**config.mk**
```make
export PLATFORM = sky130hd
export DESIGN_NAME = iws_top
export DESIGN_NICKNAME = d
export VERILOG_FILES = /design/src/iws_pkg.sv /design/src/iws_top.sv
export VERILOG_INCLUDE_DIRS = /design/src
export SDC_FILE = /design/constraint.sdc
export NUM_CORES = 1
export LEC_CHECK = 0
export BUFFER_PORTS_ARGS = -buffer_cell sky130_fd_sc_hd__buf_2
export CORE_ASPECT_RATIO = 1.25
export CORE_MARGIN = 4
export CORE_UTILIZATION = 43
export DETAILED_ROUTE_END_ITERATION = 10
export PLACE_DENSITY = 0.76
export SKIP_CTS_REPAIR_TIMING = 1
export SLEW_MARGIN = 20
export SYNTH_ARGS = -nofsm -noshare
export SYNTH_HDL_FRONTEND = slang
export SYNTH_SLANG_ARGS = --single-unit
```
**constraint.sdc**
```tcl
create_clock -name MCLK -period 1.9 [get_ports MCLK]
set_input_delay 0.285 -clock MCLK [delete_from_list [all_inputs] [get_ports MCLK]]
set_output_delay 0.285 -clock MCLK [all_outputs]
set_load 0.02 [all_outputs]
```
**src/iws_map.svh**
```systemverilog
`ifndef IWS_MAP_SVH
`define IWS_MAP_SVH
// Register byte offsets on the AXI4-Lite bus
`define IWS_OFS_FLAG 8'h00
`define IWS_OFS_MASK 8'h04
`define IWS_OFS_STAT 8'h08
`define IWS_OFS_DIR 8'h0c
`define IWS_OFS_CFG 8'h10
`define IWS_OFS_PORT 8'h14
// Interrupt flag and mask bit positions
`define IWS_B_TMR 0
`define IWS_B_PCH 1
`define IWS_B_EXT 2
// Status register bit positions
`define IWS_B_T 0
`define IWS_B_P 1
`define IWS_B_GIE 2
`define IWS_B_SLP 3
// Vector addresses
`define IWS_VEC_INT 10'h008
`define IWS_VEC_SWI 10'h001
// Reset values and the pin 0 mask
`define IWS_RST_FLAGS 3'h0
`define IWS_RST_MASK 3'h0
`define IWS_RST_DIR 8'hff
`define IWS_PIN0_MASK 8'h01
// AXI responses
`define IWS_RESP_OK 2'h0
`define IWS_RESP_ERR 2'h2
`endif

```
**src/iws_pkg.sv**
```systemverilog
package iws_pkg;
  typedef enum logic [0:0] {
    IWS_RUN = 1'b0,
    IWS_SLEEP = 1'b1
  } iws_mode_t;

  typedef struct packed {
    logic t;
    logic p;
    iws_mode_t mode;
    logic gie;
    logic [2:0] flags;
    logic [2:0] mask;
    logic [7:0] dir;
    logic int_sel;
    logic [7:0] p6ref;
    logic tmr_d;
    logic ext_d;
    logic pin_d;
    logic core_rst;
    logic vec_take;
    logic [9:0] vec_addr;
    logic wake_cont;
    logic aw_ok;
    logic [7:0] awaddr;
    logic w_ok;
    logic [7:0] wdata;
    logic wstrb0;
    logic bvalid;
    logic [1:0] bresp;
    logic rvalid;
    logic [7:0] rdata;
    logic [1:0] rresp;
  } iws_state_t;
endpackage : iws_pkg

```
**src/iws_top.sv**
```systemverilog
`timescale 1ns/10ps
`include "iws_map.svh"
// Summary of operation
// RL1 - Reset on power-on, pin pulse, watchdog
// RL2 - Power-on sets timeout and powerdown flags
// RL3 - Running pin reset keeps both flags
// RL4 - Pin wake from sleep: T=1, P=0
// RL5 - Running watchdog reset clears T, keeps P
// RL6 - Watchdog wake from sleep clears both
// RL7 - Port change wake: T=1, P=0
// RL8 - Clear-watchdog, sleep, expiry update flags
// RL9 - Three event sources: timer and pin falling edges, port change
// RL10 - Software reads port before enabling change
// RL11 - Only input pins detect changes
// RL12 - Enabled port change wakes from sleep
// RL13 - Wake continues, or vectors if enabled
// RL14 - Flags latch, mask gates, enable instructions
// RL15 - Enabled interrupt vectors to 008H
// RL16 - Software clears flag before leaving handler
// RL17 - Flags set regardless of mask, except port
// RL18 - Flag read returns flags AND mask
// RL19 - Return-from-interrupt sets global enable
// RL20 - Software interrupt vectors to 001H; the code takes it only with GIE set, awake and no interrupt pending
// RL21 - Flags stay set until software clears or a reset
module iws_top (
  input wire logic MCLK,
  input wire logic SRST,
  input wire logic RESET_N_PIN,
  input wire logic WDT_EXPIRE,
  input wire logic CLR_WDT_INSTR,
  input wire logic SLEEP_INSTR,
  input wire logic GIE_SET_INSTR,
  input wire logic GIE_CLR_INSTR,
  input wire logic RETURN_INSTR,
  input wire logic SWI_INSTR,
  input wire logic TIMER_OVF,
  input wire logic EXT_INT_N,
  input wire logic [7:0] PORT6_IN,
  output logic CORE_RESET,
  output logic SLEEPING,
  output logic VEC_TAKE,
  output logic [9:0] VEC_ADDR,
  output logic WAKE_CONT,
  output logic TIMEOUT_FLAG,
  output logic POWERDOWN_FLAG,
  output logic GIE,
  input wire logic [7:0] S_AXI_AWADDR,
  input wire logic S_AXI_AWVALID,
  output logic S_AXI_AWREADY,
  input wire logic [31:0] S_AXI_WDATA,
  input wire logic [3:0] S_AXI_WSTRB,
  input wire logic S_AXI_WVALID,
  output logic S_AXI_WREADY,
  output logic [1:0] S_AXI_BRESP,
  output logic S_AXI_BVALID,
  input wire logic S_AXI_BREADY,
  input wire logic [7:0] S_AXI_ARADDR,
  input wire logic S_AXI_ARVALID,
  output logic S_AXI_ARREADY,
  output logic [31:0] S_AXI_RDATA,
  output logic [1:0] S_AXI_RRESP,
  output logic S_AXI_RVALID,
  input wire logic S_AXI_RREADY,
  input wire logic [2:0] iws_unused_tie
);
  import iws_pkg::*;

  ////////////////////////////////////////////////////////////////////////////
  // Decode helpers

  // Pins that may raise a change event
  function automatic logic [7:0] watch_pins(
    input logic [7:0] dir,
    input logic int_sel
  );
    logic [7:0] w;
    w = ~dir;
    if (int_sel) begin
      w = w & ~`IWS_PIN0_MASK;
    end
    return w;
  endfunction : watch_pins

  // True when the offset names a mapped register
  function automatic logic is_mapped(input logic [7:0] a);
    return (a == `IWS_OFS_FLAG) || (a == `IWS_OFS_MASK) ||
           (a == `IWS_OFS_STAT) || (a == `IWS_OFS_DIR) ||
           (a == `IWS_OFS_CFG) || (a == `IWS_OFS_PORT);
  endfunction : is_mapped

  ////////////////////////////////////////////////////////////////////////////
  // State and event terms

  iws_state_t st;
  iws_state_t next_st;
  logic pin_rise;
  logic [7:0] watched;
  logic port_chg;
  logic [2:0] events;
  logic [2:0] pending;
  logic wake_evt;
  logic do_write;
  logic do_read;
  logic [2:0] wclr;
  logic sleeping_now;

  assign sleeping_now = (st.mode == IWS_SLEEP);
  // Pin reset takes effect on the rising edge ending the low pulse
  assign pin_rise = RESET_N_PIN && !st.pin_d;
  assign watched = watch_pins(st.dir, st.int_sel);
  // RL11 input pins only
  assign port_chg = |((PORT6_IN ^ st.p6ref) & watched);
  // RL9 falling edges of timer and pin; port event is any watched-pin change
  assign events[`IWS_B_TMR] = st.tmr_d && !TIMER_OVF;
  assign events[`IWS_B_EXT] = st.int_sel && st.ext_d && !EXT_INT_N;
  // RL17 port change obeys its mask, others do not
  assign events[`IWS_B_PCH] = port_chg && st.mask[`IWS_B_PCH];
  assign pending = st.flags & st.mask;
  // RL12 enabled port change wakes the core
  assign wake_evt = sleeping_now && events[`IWS_B_PCH];
  assign do_write = st.aw_ok && st.w_ok && !st.bvalid;
  assign do_read = S_AXI_ARVALID && !st.rvalid;
  // Write-one-to-clear on the flag register
  assign wclr = (do_write && st.wstrb0 && st.awaddr == `IWS_OFS_FLAG) ?
                st.wdata[2:0] : 3'h0;

  ////////////////////////////////////////////////////////////////////////////
  // Next-state logic
  always_comb begin
    next_st = st;
    next_st.core_rst = 1'b0;
    next_st.vec_take = 1'b0;
    next_st.wake_cont = 1'b0;
    next_st.tmr_d = TIMER_OVF;
    next_st.ext_d = EXT_INT_N;
    next_st.pin_d = RESET_N_PIN;

    // RL21 flags clear by software or pin/watchdog/power-on reset; RL14 latch
    next_st.flags = (st.flags & ~wclr) | events;

    // Reference follows any detected change
    if (port_chg) begin
      next_st.p6ref = PORT6_IN;
    end

    // Global enable instructions
    // RL14 enable and disable
    if (GIE_SET_INSTR) begin
      next_st.gie = 1'b1;
    end
    if (GIE_CLR_INSTR) begin
      next_st.gie = 1'b0;
    end
    // RL19 return sets global enable
    if (RETURN_INSTR) begin
      next_st.gie = 1'b1;
    end

    // RL8 instruction effects on status flags
    if (CLR_WDT_INSTR) begin
      next_st.t = 1'b1;
      next_st.p = 1'b1;
    end
    if (SLEEP_INSTR && !sleeping_now) begin
      next_st.t = 1'b1;
      next_st.p = 1'b0;
      next_st.mode = IWS_SLEEP;
    end

    // Vectoring; entry drops the enable to stop re-entry
    if (wake_evt) begin
      // RL7 change wake flags
      next_st.t = 1'b1;
      next_st.p = 1'b0;
      next_st.mode = IWS_RUN;
      // RL13 continue or vector
      if (st.gie) begin
        next_st.vec_take = 1'b1;
        next_st.vec_addr = `IWS_VEC_INT;
        next_st.gie = 1'b0;
      end else begin
        next_st.wake_cont = 1'b1;
      end
    end else if (!sleeping_now && st.gie && |pending) begin
      // RL15 vector to 008H
      next_st.vec_take = 1'b1;
      next_st.vec_addr = `IWS_VEC_INT;
      next_st.gie = 1'b0;
    end else if (!sleeping_now && st.gie && SWI_INSTR) begin
      // RL20 software vector 001H
      next_st.vec_take = 1'b1;
      next_st.vec_addr = `IWS_VEC_SWI;
      next_st.gie = 1'b0;
    end

    // AXI write channel capture
    if (S_AXI_AWVALID && !st.aw_ok) begin
      next_st.aw_ok = 1'b1;
      next_st.awaddr = S_AXI_AWADDR;
    end
    if (S_AXI_WVALID && !st.w_ok) begin
      next_st.w_ok = 1'b1;
      next_st.wdata = S_AXI_WDATA[7:0];
      next_st.wstrb0 = S_AXI_WSTRB[0];
    end
    if (do_write) begin
      next_st.aw_ok = 1'b0;
      next_st.w_ok = 1'b0;
      next_st.bvalid = 1'b1;
      next_st.bresp = is_mapped(st.awaddr) ? `IWS_RESP_OK : `IWS_RESP_ERR;
      if (st.wstrb0) begin
        case (st.awaddr)
          `IWS_OFS_MASK: begin
            next_st.mask = st.wdata[2:0];
          end
          `IWS_OFS_DIR: begin
            next_st.dir = st.wdata;
          end
          `IWS_OFS_CFG: begin
            next_st.int_sel = st.wdata[0];
          end
          default: begin
            next_st.dir = next_st.dir;
          end
        endcase
      end
    end
    if (st.bvalid && S_AXI_BREADY) begin
      next_st.bvalid = 1'b0;
    end

    // AXI read channel
    if (do_read) begin
      next_st.rvalid = 1'b1;
      next_st.rresp = is_mapped(S_AXI_ARADDR) ? `IWS_RESP_OK :
                      `IWS_RESP_ERR;
      case (S_AXI_ARADDR)
        `IWS_OFS_FLAG: begin
          // RL18 flags AND mask
          next_st.rdata = {5'h00, pending};
        end
        `IWS_OFS_MASK: begin
          next_st.rdata = {5'h00, st.mask};
        end
        `IWS_OFS_STAT: begin
          next_st.rdata = {4'h0, sleeping_now, st.gie, st.p, st.t};
        end
        `IWS_OFS_DIR: begin
          next_st.rdata = st.dir;
        end
        `IWS_OFS_CFG: begin
          next_st.rdata = {7'h00, st.int_sel};
        end
        `IWS_OFS_PORT: begin
          // RL10 reading the port arms the detector
          next_st.rdata = PORT6_IN;
          next_st.p6ref = PORT6_IN;
        end
        default: begin
          next_st.rdata = 8'h00;
        end
      endcase
    end
    if (st.rvalid && S_AXI_RREADY) begin
      next_st.rvalid = 1'b0;
    end

    // Pin or watchdog reset; the bus side stays alive
    // RL1 reset causes
    if (WDT_EXPIRE || pin_rise) begin
      next_st.core_rst = 1'b1;
      next_st.flags = `IWS_RST_FLAGS;
      next_st.mask = `IWS_RST_MASK;
      next_st.gie = 1'b0;
      next_st.vec_take = 1'b0;
      next_st.wake_cont = 1'b0;
      next_st.mode = IWS_RUN;
      next_st.t = st.t;
      next_st.p = st.p;
      if (WDT_EXPIRE) begin
        // RL5 running: clear T, keep P
        next_st.t = 1'b0;
        // RL6 sleeping: clear both
        if (sleeping_now) begin
          next_st.p = 1'b0;
        end
      end else if (sleeping_now) begin
        // RL4 pin wake flags
        next_st.t = 1'b1;
        next_st.p = 1'b0;
      end
      // RL3 running pin reset keeps both flags
    end

    // Power-on reset has the last word
    if (SRST) begin
      next_st = '0;
      // RL2 power-on sets both
      next_st.t = 1'b1;
      next_st.p = 1'b1;
      next_st.mode = IWS_RUN;
      next_st.flags = `IWS_RST_FLAGS;
      next_st.mask = `IWS_RST_MASK;
      next_st.dir = `IWS_RST_DIR;
      next_st.tmr_d = 1'b0;
      next_st.ext_d = 1'b1;
      next_st.pin_d = 1'b1;
      next_st.core_rst = 1'b1;
    end
  end

  // Single state register
  always_ff @(posedge MCLK) begin
    st <= next_st;
  end

  ////////////////////////////////////////////////////////////////////////////
  // Outputs, all from the state register
  assign CORE_RESET = st.core_rst;
  assign SLEEPING = sleeping_now;
  assign VEC_TAKE = st.vec_take;
  assign VEC_ADDR = st.vec_addr;
  assign WAKE_CONT = st.wake_cont;
  assign TIMEOUT_FLAG = st.t;
  assign POWERDOWN_FLAG = st.p;
  assign GIE = st.gie;
  assign S_AXI_AWREADY = !st.aw_ok;
  assign S_AXI_WREADY = !st.w_ok;
  assign S_AXI_BVALID = st.bvalid;
  assign S_AXI_BRESP = st.bresp;
  assign S_AXI_ARREADY = !st.rvalid;
  assign S_AXI_RVALID = st.rvalid;
  assign S_AXI_RDATA = {24'h000000, st.rdata};
  assign S_AXI_RRESP = st.rresp;

  logic quiet;
  assign quiet = !WDT_EXPIRE && !pin_rise;
endmodule : iws_top

```
==> results of run 1 <==
synthesized netlist by cell type, types with 3 or more instances:
cell type | instances | area, um^2
nand3_1 | 5 | 25.02
a22oi_1 | 6 | 45.04
nor2b_1 | 6 | 37.54
xnor2_1 | 8 | 70.07
dfxtp_1 | 66 | 1321
inv_1 | 9 | 33.78
nand3b_1 | 4 | 30.03
or3b_2 | 7 | 61.31
o22ai_1 | 4 | 25.02
nand2_1 | 37 | 138.9
mux2i_1 | 24 | 240.2
clkbuf_1 | 14 | 52.55
a21oi_1 | 34 | 170.2
buf_4 | 46 | 345.3
mux2_2 | 3 | 33.78
nor3_1 | 3 | 15.01
nor2_1 | 23 | 86.33
or2_2 | 3 | 18.77
o21ai_0 | 22 | 110.1
nand2b_1 | 5 | 31.28
metal layers:
metal | track usage [%] | up-vias
li1 | - | 1336
met1 | 18.73 | 1228
met2 | 25.92 | 95
met3 | 4.517 | 10
met4 | 7.353 | 0
met5 | 0 | -
critical path, cell delays in order, from the launching register on:
cell	delay (ns)
dfxtp_2	0.34
xnor2_2	0.16
o32ai_2	0.14
or4_4	0.61
or3b_2	0.47
a21oi_1	0.14
sequential cells by signal, summed over array words and instances (netlist names):
name and cells:
CORE_RESET 1, GIE 1, POWERDOWN_FLAG 1, SLEEPING 1
S_AXI_BRESP 1, S_AXI_BVALID 1, S_AXI_RDATA 8, S_AXI_RRESP 1
S_AXI_RVALID 1, TIMEOUT_FLAG 1, VEC_ADDR 2, VEC_TAKE 1
WAKE_CONT 1, st 45
final cells by class:
class,instances,area (um^2)
clock buffers,15,196.4
clock inverters,1,5.005
fillers,664,3218
inverters,9,33.78
multi-input cells,258,1579
flip-flops and latches,66,1324
well taps,90,112.6
repair buffers,100,593.1
cell families after synthesis:
kind of cell | share of synthesized area, %
AOI/OAI and AO/OA | 14.65
DFF | 41.69
other | 0.1183
xor gates and xnor gates | 2.211
buffers and inverters | 14.41
and+or+nand+nor | 18.28
muxes | 8.646
metrics by stage:
step / util (%) / worst slack (ns) / hold slack [ns]
2_1_floorplan: - / 0.07326 / 0.3753
3_3_place_gp: 50.64 / -0.2354 / 0.4381
3_5_place_dp: 50.64 / -0.3002 / 0.4445
4_1_cts: 53.49 / -0.2138 / 0.1172
5_1_grt: 54.43 / -0.09118 / 0.1193
6_report: 54.43 / -0.03077 / 0.1343
report_power, final:
group | switching (uW) | total, uW | internal [uW]
combinational | 223 | 362 | 140
clock | 502 | 1150 | 651
sequential | 37.7 | 1470 | 1430
worst paths after layout:
| check | end | cells after the start |
|---|---|---|
| worst max-delay path | st[56] | 5 |
| worst min-delay path | TIMEOUT_FLAG | 2 |
| worst max register to register | st[56] | 5 |
| worst min register to register | S_AXI_RDATA[5] | 2 |
==> impl_metrics.csv, run 1 <==
group,metric,value,unit
sta,setup_viol_count_final,5,
critical_path,critPathLaunchType,"register",
die,core,7062,um^2
clock_network,cts_buffers,9,
grt,grtUsageTotal,15.76,%
sta,finalHoldViolations,0,
logic_synthesis,avgSynthCellArea,8.731,um^2
routing,highest_layer,"met4",
critical_path,reg2reg_from,"st[52]",
placement,place.gp.congestion,0.8297,
placement,dpl.cell_count,522,
clock_network,clockRootBuffer,"clkbuf_8",
clock_network,cts_sinks,66,
logic_synthesis,synth_cell_types,49,
critical_path,crit_type,"register to register",
grt,grt_pass1_wl,11340,um
layout,fin_nets,524,
routing,num_vias,2669,
logic_synthesis,synth-seq-cells,66,
placement,hpwl,5229,um
routing,dr.first_iter.drc_count,155,
die,start_util,44.88,%
routing,dr.pass1.iters,5,
sta,final_max_slew_viol_count,0,
die,die_area,8816,um^2
logic_synthesis,synth_area,3169,um^2
critical_path,startpoint,"st[52]",
sta,period_share,101.6,%
power_and_ir_drop,peakVddDrop,0.0005244,V
clock_network,htreeDepth,3,
grt,antenna_found_initial,0,
routing,met1_length,2966,um
critical_path,rrSetupSlack,-0.03,ns
layout,syn_to_final_growth,21.28,%
layout,design_area,3844,um^2
routing,drc_errors,0,
logic_synthesis,ys_async_sr_fraction,0,%
sta,fmax,517.9,MHz
placement,port_buffers,73,
logic_synthesis,yosys_warnings,0,
logic_synthesis,synth.yosys.seq_area_share,41.69,%
critical_path,arrival,2.20,ns
layout,final_cell_mix,"buf_2 (73), dfxtp_1 (64), nand2_1 (37)",
critical_path,cp_max_fo,8,
power_and_ir_drop,p_per_area,775.5,nW/um^2
power_and_ir_drop,p_leak,0.001662,uW
sta,fin_crit,1.931,ns
die,io-pin-count,138,
clock_network,cts_tree,"built",
die,die_h,104.0,um
critical_path,endpoint_kind,"register",
routing,routed_wl,7038,um
sta,max_slew_margin,64.72,%
die,die_w,84.79,um
sta,fin_setup_tns,-0.07331,ns
power_and_ir_drop,design_power_total,2981,uW
grt,grt_max_degree,46,
grt,grt-ovfl-total,0,
outcome,status,"complete, but fails checks",
critical_path,required,2.16,ns
clock_network,worstSkewPairLatency,0.34,ns
routing,antenna_left,0,
layout,final_common_cell,"buf_2",
placement,placed_area,3576,um^2
logic_synthesis,synth-edff-count,0,
hold_path,worstHoldPathType,"primary input to register",
logic_synthesis,synth_ff_type,"dfxtp_1",
grt,grt_pass1_vias,2513,
logic_synthesis,syn-instance-count,363,
hold_path,hp-start,"WDT_EXPIRE",
layout,final_cells,539,
sta,fin_ws,-0.03077,ns
clock_network,cts.reportedPaths.clkPinSlew,0.07,ns
sta,worst_pin_slew,0.5281,ns
routing,dr_wl_met2,3412,um
job,maxCapViolations,0,
layout,diodes,0,
die,num_rows,34,
outcome,violations,"setup timing",
sta,fin_skew,0.004352,ns
clock_network,cts.path.max_buffers,2,
routing,viasPerCell,4.952,
routing,wl_per_cell,13.06,um
sta,rsz0062_at_grt,"yes",
routing,dr_wl_met3,548,um
layout,layout-drive-gt1-share,32.07,%
(Power assumes the default switching activity.)
==> run 2: changes to the inputs <==
--- a/config.mk
+++ b/config.mk
@@ -6,12 +6,12 @@
 export SDC_FILE = /design/constraint.sdc
 export NUM_CORES = 1
 export LEC_CHECK = 0
-export BUFFER_PORTS_ARGS = -buffer_cell sky130_fd_sc_hd__buf_2
+export BUFFER_PORTS_ARGS = -buffer_cell sky130_fd_sc_hd__clkbuf_2
 export CORE_ASPECT_RATIO = 1.25
 export CORE_MARGIN = 4
-export CORE_UTILIZATION = 43
+export CORE_UTILIZATION = 51
 export DETAILED_ROUTE_END_ITERATION = 10
-export PLACE_DENSITY = 0.76
+export PLACE_DENSITY = 0.85
 export SKIP_CTS_REPAIR_TIMING = 1
 export SLEW_MARGIN = 20
 export SYNTH_ARGS = -nofsm -noshare
==> constraint.sdc (replaced) <==
create_clock -name MCLK -period 2.3 [get_ports MCLK]
set_input_delay 0.345 -clock MCLK [delete_from_list [all_inputs] [get_ports MCLK]]
set_output_delay 0.345 -clock MCLK [all_outputs]
set_load 0.02 [all_outputs]
==> impl_metrics.csv, run 2 (synthesis results as in run 1) <==
group,metric,value,unit
power_and_ir_drop,design_power_total,2342,uW
critical_path,cp_cell_sequence,"xnor2_1 > o22ai_1 > or4_1 > or3b_2 > a21oi_1",
hold_path,hp-start,"WDT_EXPIRE",
sta,setup_viol_count_final,0,
grt,antenna_found_initial,0,
routing,dr.first_iter.drc_count,188,
sta,final_max_slew_viol_count,0,
critical_path,endpoint_kind,"register",
sta,rsz0062_at_grt,"no",
routing,wl_per_cell,13.27,um
grt,grt_pass1_vias,2392,
critical_path,cp_slowest_cell,"or4_1",
critical_path,reg2reg_from,"st[51]",
critical_path,critPathLaunchType,"register",
critical_path,path_buf_inv,0,
layout,layout-drive-gt1-share,26.23,%
critical_path,cp_max_fo,17,
power_and_ir_drop,p_leak,0.001514,uW
sta,max_slew_margin,62.34,%
placement,port_buffers,73,
die,die_area,7548,um^2
sta,hold_ws,0.1853,ns
job,maxCapViolations,0,
critical_path,r2r_end,"st[52]",
die,io-pin-count,138,
placement,hpwl,5014,um
clock_network,worstSkewPairLatency,0.34,ns
critical_path,critPathMaxStageDelay,0.77,ns
clock_network,clockRootBuffer,"clkbuf_8",
die,core,5896,um^2
sta,period_share,93.09,%
layout,diodes,0,
clock_network,cts.reportedPaths.clkPinSlew,0.07,ns
clock_network,htreeDepth,3,
critical_path,rrSetupSlack,0.16,ns
clock_network,cts_buffers,9,
clock_network,cts_tree,"built",
routing,viasPerCell,5.071,
routing,num_vias,2581,
layout,regMostFlops,"st",
layout,fin_nets,502,
routing,antenna_left,0,
grt,grt_max_degree,46,
grt,grt_pass1_wl,10780,um
clock_network,cts_sinks,66,
power_and_ir_drop,p_per_area,659.1,nW/um^2
placement,placed_area,3383,um^2
layout,syn_to_final_growth,12.12,%
die,die_w,78.51,um
routing,routed_wl,6754,um
layout,final_cell_mix,"clkbuf_2 (73), dfxtp_1 (66), nand2_1 (37)",
placement,place.gp.congestion,0.8710,
sta,fin_setup_tns,0,ns
grt,grtUsageTotal,18.16,%
sta,fin_skew,0.009997,ns
sta,fin_crit,2.141,ns
sta,fmax,467.1,MHz
placement,dpl.cell_count,493,
routing,dr.pass1.iters,4,
critical_path,crit_type,"register to register",
sta,finalHoldViolations,0,
critical_path,cp_top_family,"simple AND/OR/NAND/NOR gates",
outcome,status,"completed",
critical_path,worst-r2r-cell-count,5,
layout,largest_register_ffs,45,
hold_path,min_path_cells,2,
routing,drc_errors,0,
clock_network,cts.path.max_buffers,2,
critical_path,required,2.57,ns
die,num_rows,31,
layout,final_cells,509,
sta,worst_pin_slew,0.5637,ns
layout,n_fill_cell,524,
hold_path,hold_path_end,"TIMEOUT_FLAG",
grt,grt-ovfl-total,0,
hold_path,worstHoldPathType,"primary input to register",
power_and_ir_drop,peakVddDrop,0.0004364,V
layout,final_common_cell,"clkbuf_2",
die,start_util,53.76,%
critical_path,arrival,2.41,ns
layout,design_area,3553,um^2
die,die_h,96.14,um
==> run 2: layer usage <==
| metal | up-vias | part of all wire [%] | track usage (%) |
|---|---|---|---|
| li1 | 1291 | - | - |
| met1 | 1182 | 42 | 20.66 |
| met2 | 98 | 49 | 31.37 |
| met3 | 10 | 7.0 | 5.243 |
| met4 | 0 | 1.8 | 8.455 |
| met5 | - | 0 | 0 |
==> run 2: metrics by stage <==
| stage | utilization, % | worst slack (ns) |
|---|---|---|
| 2_1_floorplan | - | 0.4398 |
| 3_3_place_gp | 57.39 | 0.08867 |
| 3_5_place_dp | 57.39 | 0.02710 |
| 4_1_cts | 60.27 | 0.1790 |
| 5_1_grt | 60.27 | 0.03706 |
| 6_report | 60.27 | 0.1590 |
==> run 2: power breakdown <==
| group | total, uW | leakage, uW | switching [uW] | internal, uW |
|---|---|---|---|---|
| registers | 1210 | 0.000538 | 30.8 | 1180 |
| logic | 280 | 0.000884 | 179 | 101 |
| clock network | 853 | 0.0000916 | 442 | 410 |
| total | 2340 | 0.00151 | 652 | 1690 |
==> run 2: worst max-delay path by stage <==
| stage | startpoint | endpoint | slack, ns | cells past startpoint |
|---|---|---|---|---|
| 2_1_floorplan | PORT6_IN[3] | st[49] | 0.44 | 7 |
| 3_3_place_gp | PORT6_IN[1] | st[54] | 0.09 | 6 |
| 3_5_place_dp | PORT6_IN[1] | st[52] | 0.03 | 6 |
| 4_1_cts | st[51] | st[52] | 0.18 | 5 |
| 5_1_grt | st[51] | st[52] | 0.04 | 5 |
| 6_report | st[51] | st[52] | 0.16 | 5 |
==> run 2: cell type report <==
type / count / area, um^2 / area share, %
inverter: 9 / 33.78 / 0.9507
tap: 82 / 102.6 / 2.887
multi-input combinational: 257 / 1515 / 42.64
sequential: 66 / 1321 / 37.18
timing repair buffer: 79 / 410.4 / 11.55
clock buffer: 10 / 137.6 / 3.873
clock inverter: 6 / 32.53 / 0.9155
==> run 3: changes to the inputs <==
--- a/config.mk
+++ b/config.mk
@@ -6,12 +6,12 @@
 export SDC_FILE = /design/constraint.sdc
 export NUM_CORES = 1
 export LEC_CHECK = 0
+export ABC_AREA = 1
 export BUFFER_PORTS_ARGS = -buffer_cell sky130_fd_sc_hd__clkbuf_2
 export CORE_ASPECT_RATIO = 1.25
-export CORE_MARGIN = 4
-export CORE_UTILIZATION = 51
+export CORE_UTILIZATION = 52
 export DETAILED_ROUTE_END_ITERATION = 10
-export PLACE_DENSITY = 0.85
+export PLACE_DENSITY_LB_ADDON = 0.1
 export SKIP_CTS_REPAIR_TIMING = 1
 export SLEW_MARGIN = 20
 export SYNTH_ARGS = -nofsm -noshare
==> impl_metrics.csv, run 3 <==
group,metric,value,unit
critical_path,crit_type,"register to register",
layout,fin_nets,619,
placement,place_ws,0.4256,ns
power_and_ir_drop,p_clk_share,40.8,%
clock_network,clockRootBuffer,"clkbuf_8",
logic_synthesis,syn-instance-count,478,
clock_network,cts.reportedPaths.clkPinSlew,0.07,ns
sta,rsz0062_at_grt,"no",
logic_synthesis,synth_cell_types,34,
critical_path,cp_top_family,"simple AND/OR/NAND/NOR gates",
grt,grt_max_degree,48,
sta,period_share,74.32,%
sta,fin_ws,0.5907,ns
clock_network,cts.path.max_buffers,2,
routing,routed_wl,6695,um
layout,regMostFlops,"st",
critical_path,cp_max_fo,12,
sta,fin_skew,0.009437,ns
logic_synthesis,synth-seq-cells,66,
clock_network,cts_sinks,66,
layout,n_fill_cell,601,
power_and_ir_drop,p_seq_share,47.2,%
die,num_rows,32,
die,die_area,6761,um^2
logic_synthesis,yosys_warnings,0,
logic_synthesis,yosys.area_share.xor_xnor,0,%
placement,hpwl,4987,um
power_and_ir_drop,p_comb_share,11.9,%
layout,final_common_cell,"nand2_1",
logic_synthesis,avgSynthCellArea,6.999,um^2
placement,place.gp.congestion,0.8078,
routing,viasPerCell,4.680,
grt,grtUsageTotal,21.56,%
power_and_ir_drop,power_switching,664.2,uW
sta,finalHoldViolations,0,
grt,antenna_found_initial,0,
die,io-pin-count,138,
grt,grt_pass1_vias,2599,
clock_network,htreeDepth,3,
logic_synthesis,synth.yosys.seq_area_share,39.49,%
die,core,6206,um^2
sta,fin_crit,1.709,ns
logic_synthesis,synth_area_leaders,"dfxtp_1 (39%), buf_4 (10%), nand2_1 (9.4%), nor2_1 (7.2%), inv_1 (6.7%)",
routing,dr.first_iter.drc_count,173,
logic_synthesis,synth_top_family_by_area,"simple AND/OR/NAND/NOR gates",
die,die_w,73.75,um
critical_path,endpoint_kind,"register",
logic_synthesis,synth_ff_type,"dfxtp_1",
die,die_h,91.68,um
logic_synthesis,synth_top_cell_by_area,"dfxtp_1",
routing,num_vias,2944,
critical_path,crit_path_frequent_cell,"nand2_1",
job,maxCapViolations,0,
sta,final_max_slew_viol_count,0,
critical_path,path_buf_inv,0,
clock_network,worstSkewPairLatency,0.33,ns
outcome,status,"completed",
power_and_ir_drop,p_leak,0.001890,uW
power_and_ir_drop,swShare,25.90,%
logic_synthesis,ys_top_cells_by_count,"nand2_1 (84), dfxtp_1 (66), nor2_1 (64)",
clock_network,cts_tree,"built",
layout,final_cell_mix,"nand2_1 (84), clkbuf_2 (73), dfxtp_1 (66)",
power_and_ir_drop,p_int,1900,uW
logic_synthesis,ys_async_sr_fraction,0,%
critical_path,arrival,1.90,ns
logic_synthesis,synth_compound_area_share,13.31,%
layout,largest_register_ffs,45,
critical_path,cp_slowest_cell,"nor4_2",
logic_synthesis,synthMuxAreaShare,0,%
logic_synthesis,synth_area,3346,um^2
routing,wl_per_cell,10.64,um
power_and_ir_drop,peakVddDrop,0.0004670,V
logic_synthesis,synthAdderAreaFrac,0,%
grt,grt-ovfl-total,0,
logic_synthesis,yosys.area_share.simple,27.52,%
clock_network,cts_buffers,9,
die,start_util,53.91,%
critical_path,critPathLaunchType,"register",
critical_path,rrSetupSlack,0.59,ns
sta,hold_ws,0.1944,ns
logic_synthesis,yosys.area.top_type_share,39.49,%
critical_path,required,2.49,ns
sta,setup_viol_count_final,0,
logic_synthesis,yosysMostFrequentCell,"nand2_1",
routing,dr.pass1.iters,4,
routing,antenna_left,0,
routing,drc_errors,0,
layout,syn_to_final_growth,12.57,%
critical_path,cp_cell_sequence,"nor2_1 > nand2_1 > nor4_2 > nand2_1 > nand2_1 > o211ai_1",
critical_path,critPathMaxStageDelay,0.36,ns
sta,fin_setup_tns,0,ns
hold_path,worstHoldPathType,"primary input to register",
layout,layout-drive-gt1-share,18.57,%
power_and_ir_drop,p_per_area,680.9,nW/um^2
sta,fmax,585.0,MHz
logic_synthesis,synth-edff-count,0,
placement,port_buffers,73,
layout,diodes,0,
grt,grt_pass1_wl,11360,um
==> run 3: cell count changes in the layout (fill, tap and decap cells not counted), moves of 8 or more <==
cell,delta
nor2_1,+41
xnor2_1,-8
mux2i_1,-24
nand2_1,+47
nand3_1,+36
o21ai_0,+8
inv_1,+51
==> run 3: cell type report <==
type                    instances  area, um^2  share of cell area (%)
multi-input cells             321        1494                   39.67
flip-flops and latches         66        1321                   35.08
repair buffers                 75       380.4                   10.10
inverters                      66       247.7                   6.578
clock inverters                 1       30.03                  0.7973
clock buffers                  15       186.4                   4.950
well taps                      85       106.4                   2.824
==> run 3: per-layer routing <==
| layer | wire length, um | track usage [%] | up-vias | part of all wire (%) |
|---|---|---|---|---|
| met4 | 110 | 10.10 | 0 | 1.6 |
| met1 | 3057 | 28.00 | 1280 | 46 |
| li1 | - | - | 1574 | - |
| met2 | 3203 | 34.94 | 81 | 48 |
| met5 | 0 | 0 | - | 0 |
| met3 | 324 | 2.747 | 9 | 4.8 |
==> run 3: cell families after synthesis <==
group	after synthesis
AOI/OAI and AO/OA	79
and+or+nand+nor	208
DFF	66
other	1
buffers and inverters	124
==> run 3: worst register-to-register path: stages (launching register included) <==
cell and delay, ns:
dfxtp_1 0.31, nor2_1 0.17, nand2_1 0.16, nor4_2 0.36, nand2_1 0.35, nand2_1 0.14, o211ai_1 0.08
==> run 3: worst paths after layout <==
| kind | end | startpoint | depth (start not counted) |
|---|---|---|---|
| worst min-delay path | st[46] | RESET_N_PIN | 3 |
| worst max register to register | st[58] | st[30] | 6 |
| worst min register to register | st[69] | st[48] | 2 |
| worst max-delay path | st[58] | st[30] | 6 |
==> run 3: power by group through the flow <==
stage                     Sequential, uW  Combinational [uW]  Clock [uW]
after global placement              1240                 303           0
after floorplan                     1240                 253           0
after detailed placement            1240                 306           0
final                               1210                 306        1050
after global routing                1220                 349        1120
after CTS                           1210                 307        1070
==> run 3: through the flow <==
| stage | cells | util, % | instance area [um^2] | power (uW) |
|---|---|---|---|---|
| floorplan | 511 | - | 3470 | 1496 |
| global placement | 613 | 57.20 | 3550 | 1538 |
| detailed placement | 613 | 57.20 | 3550 | 1543 |
| CTS | 629 | 60.69 | 3766 | 2587 |
| global route | 629 | 60.69 | 3766 | 2683 |
| finish | 629 | 60.69 | 3766 | 2564 |
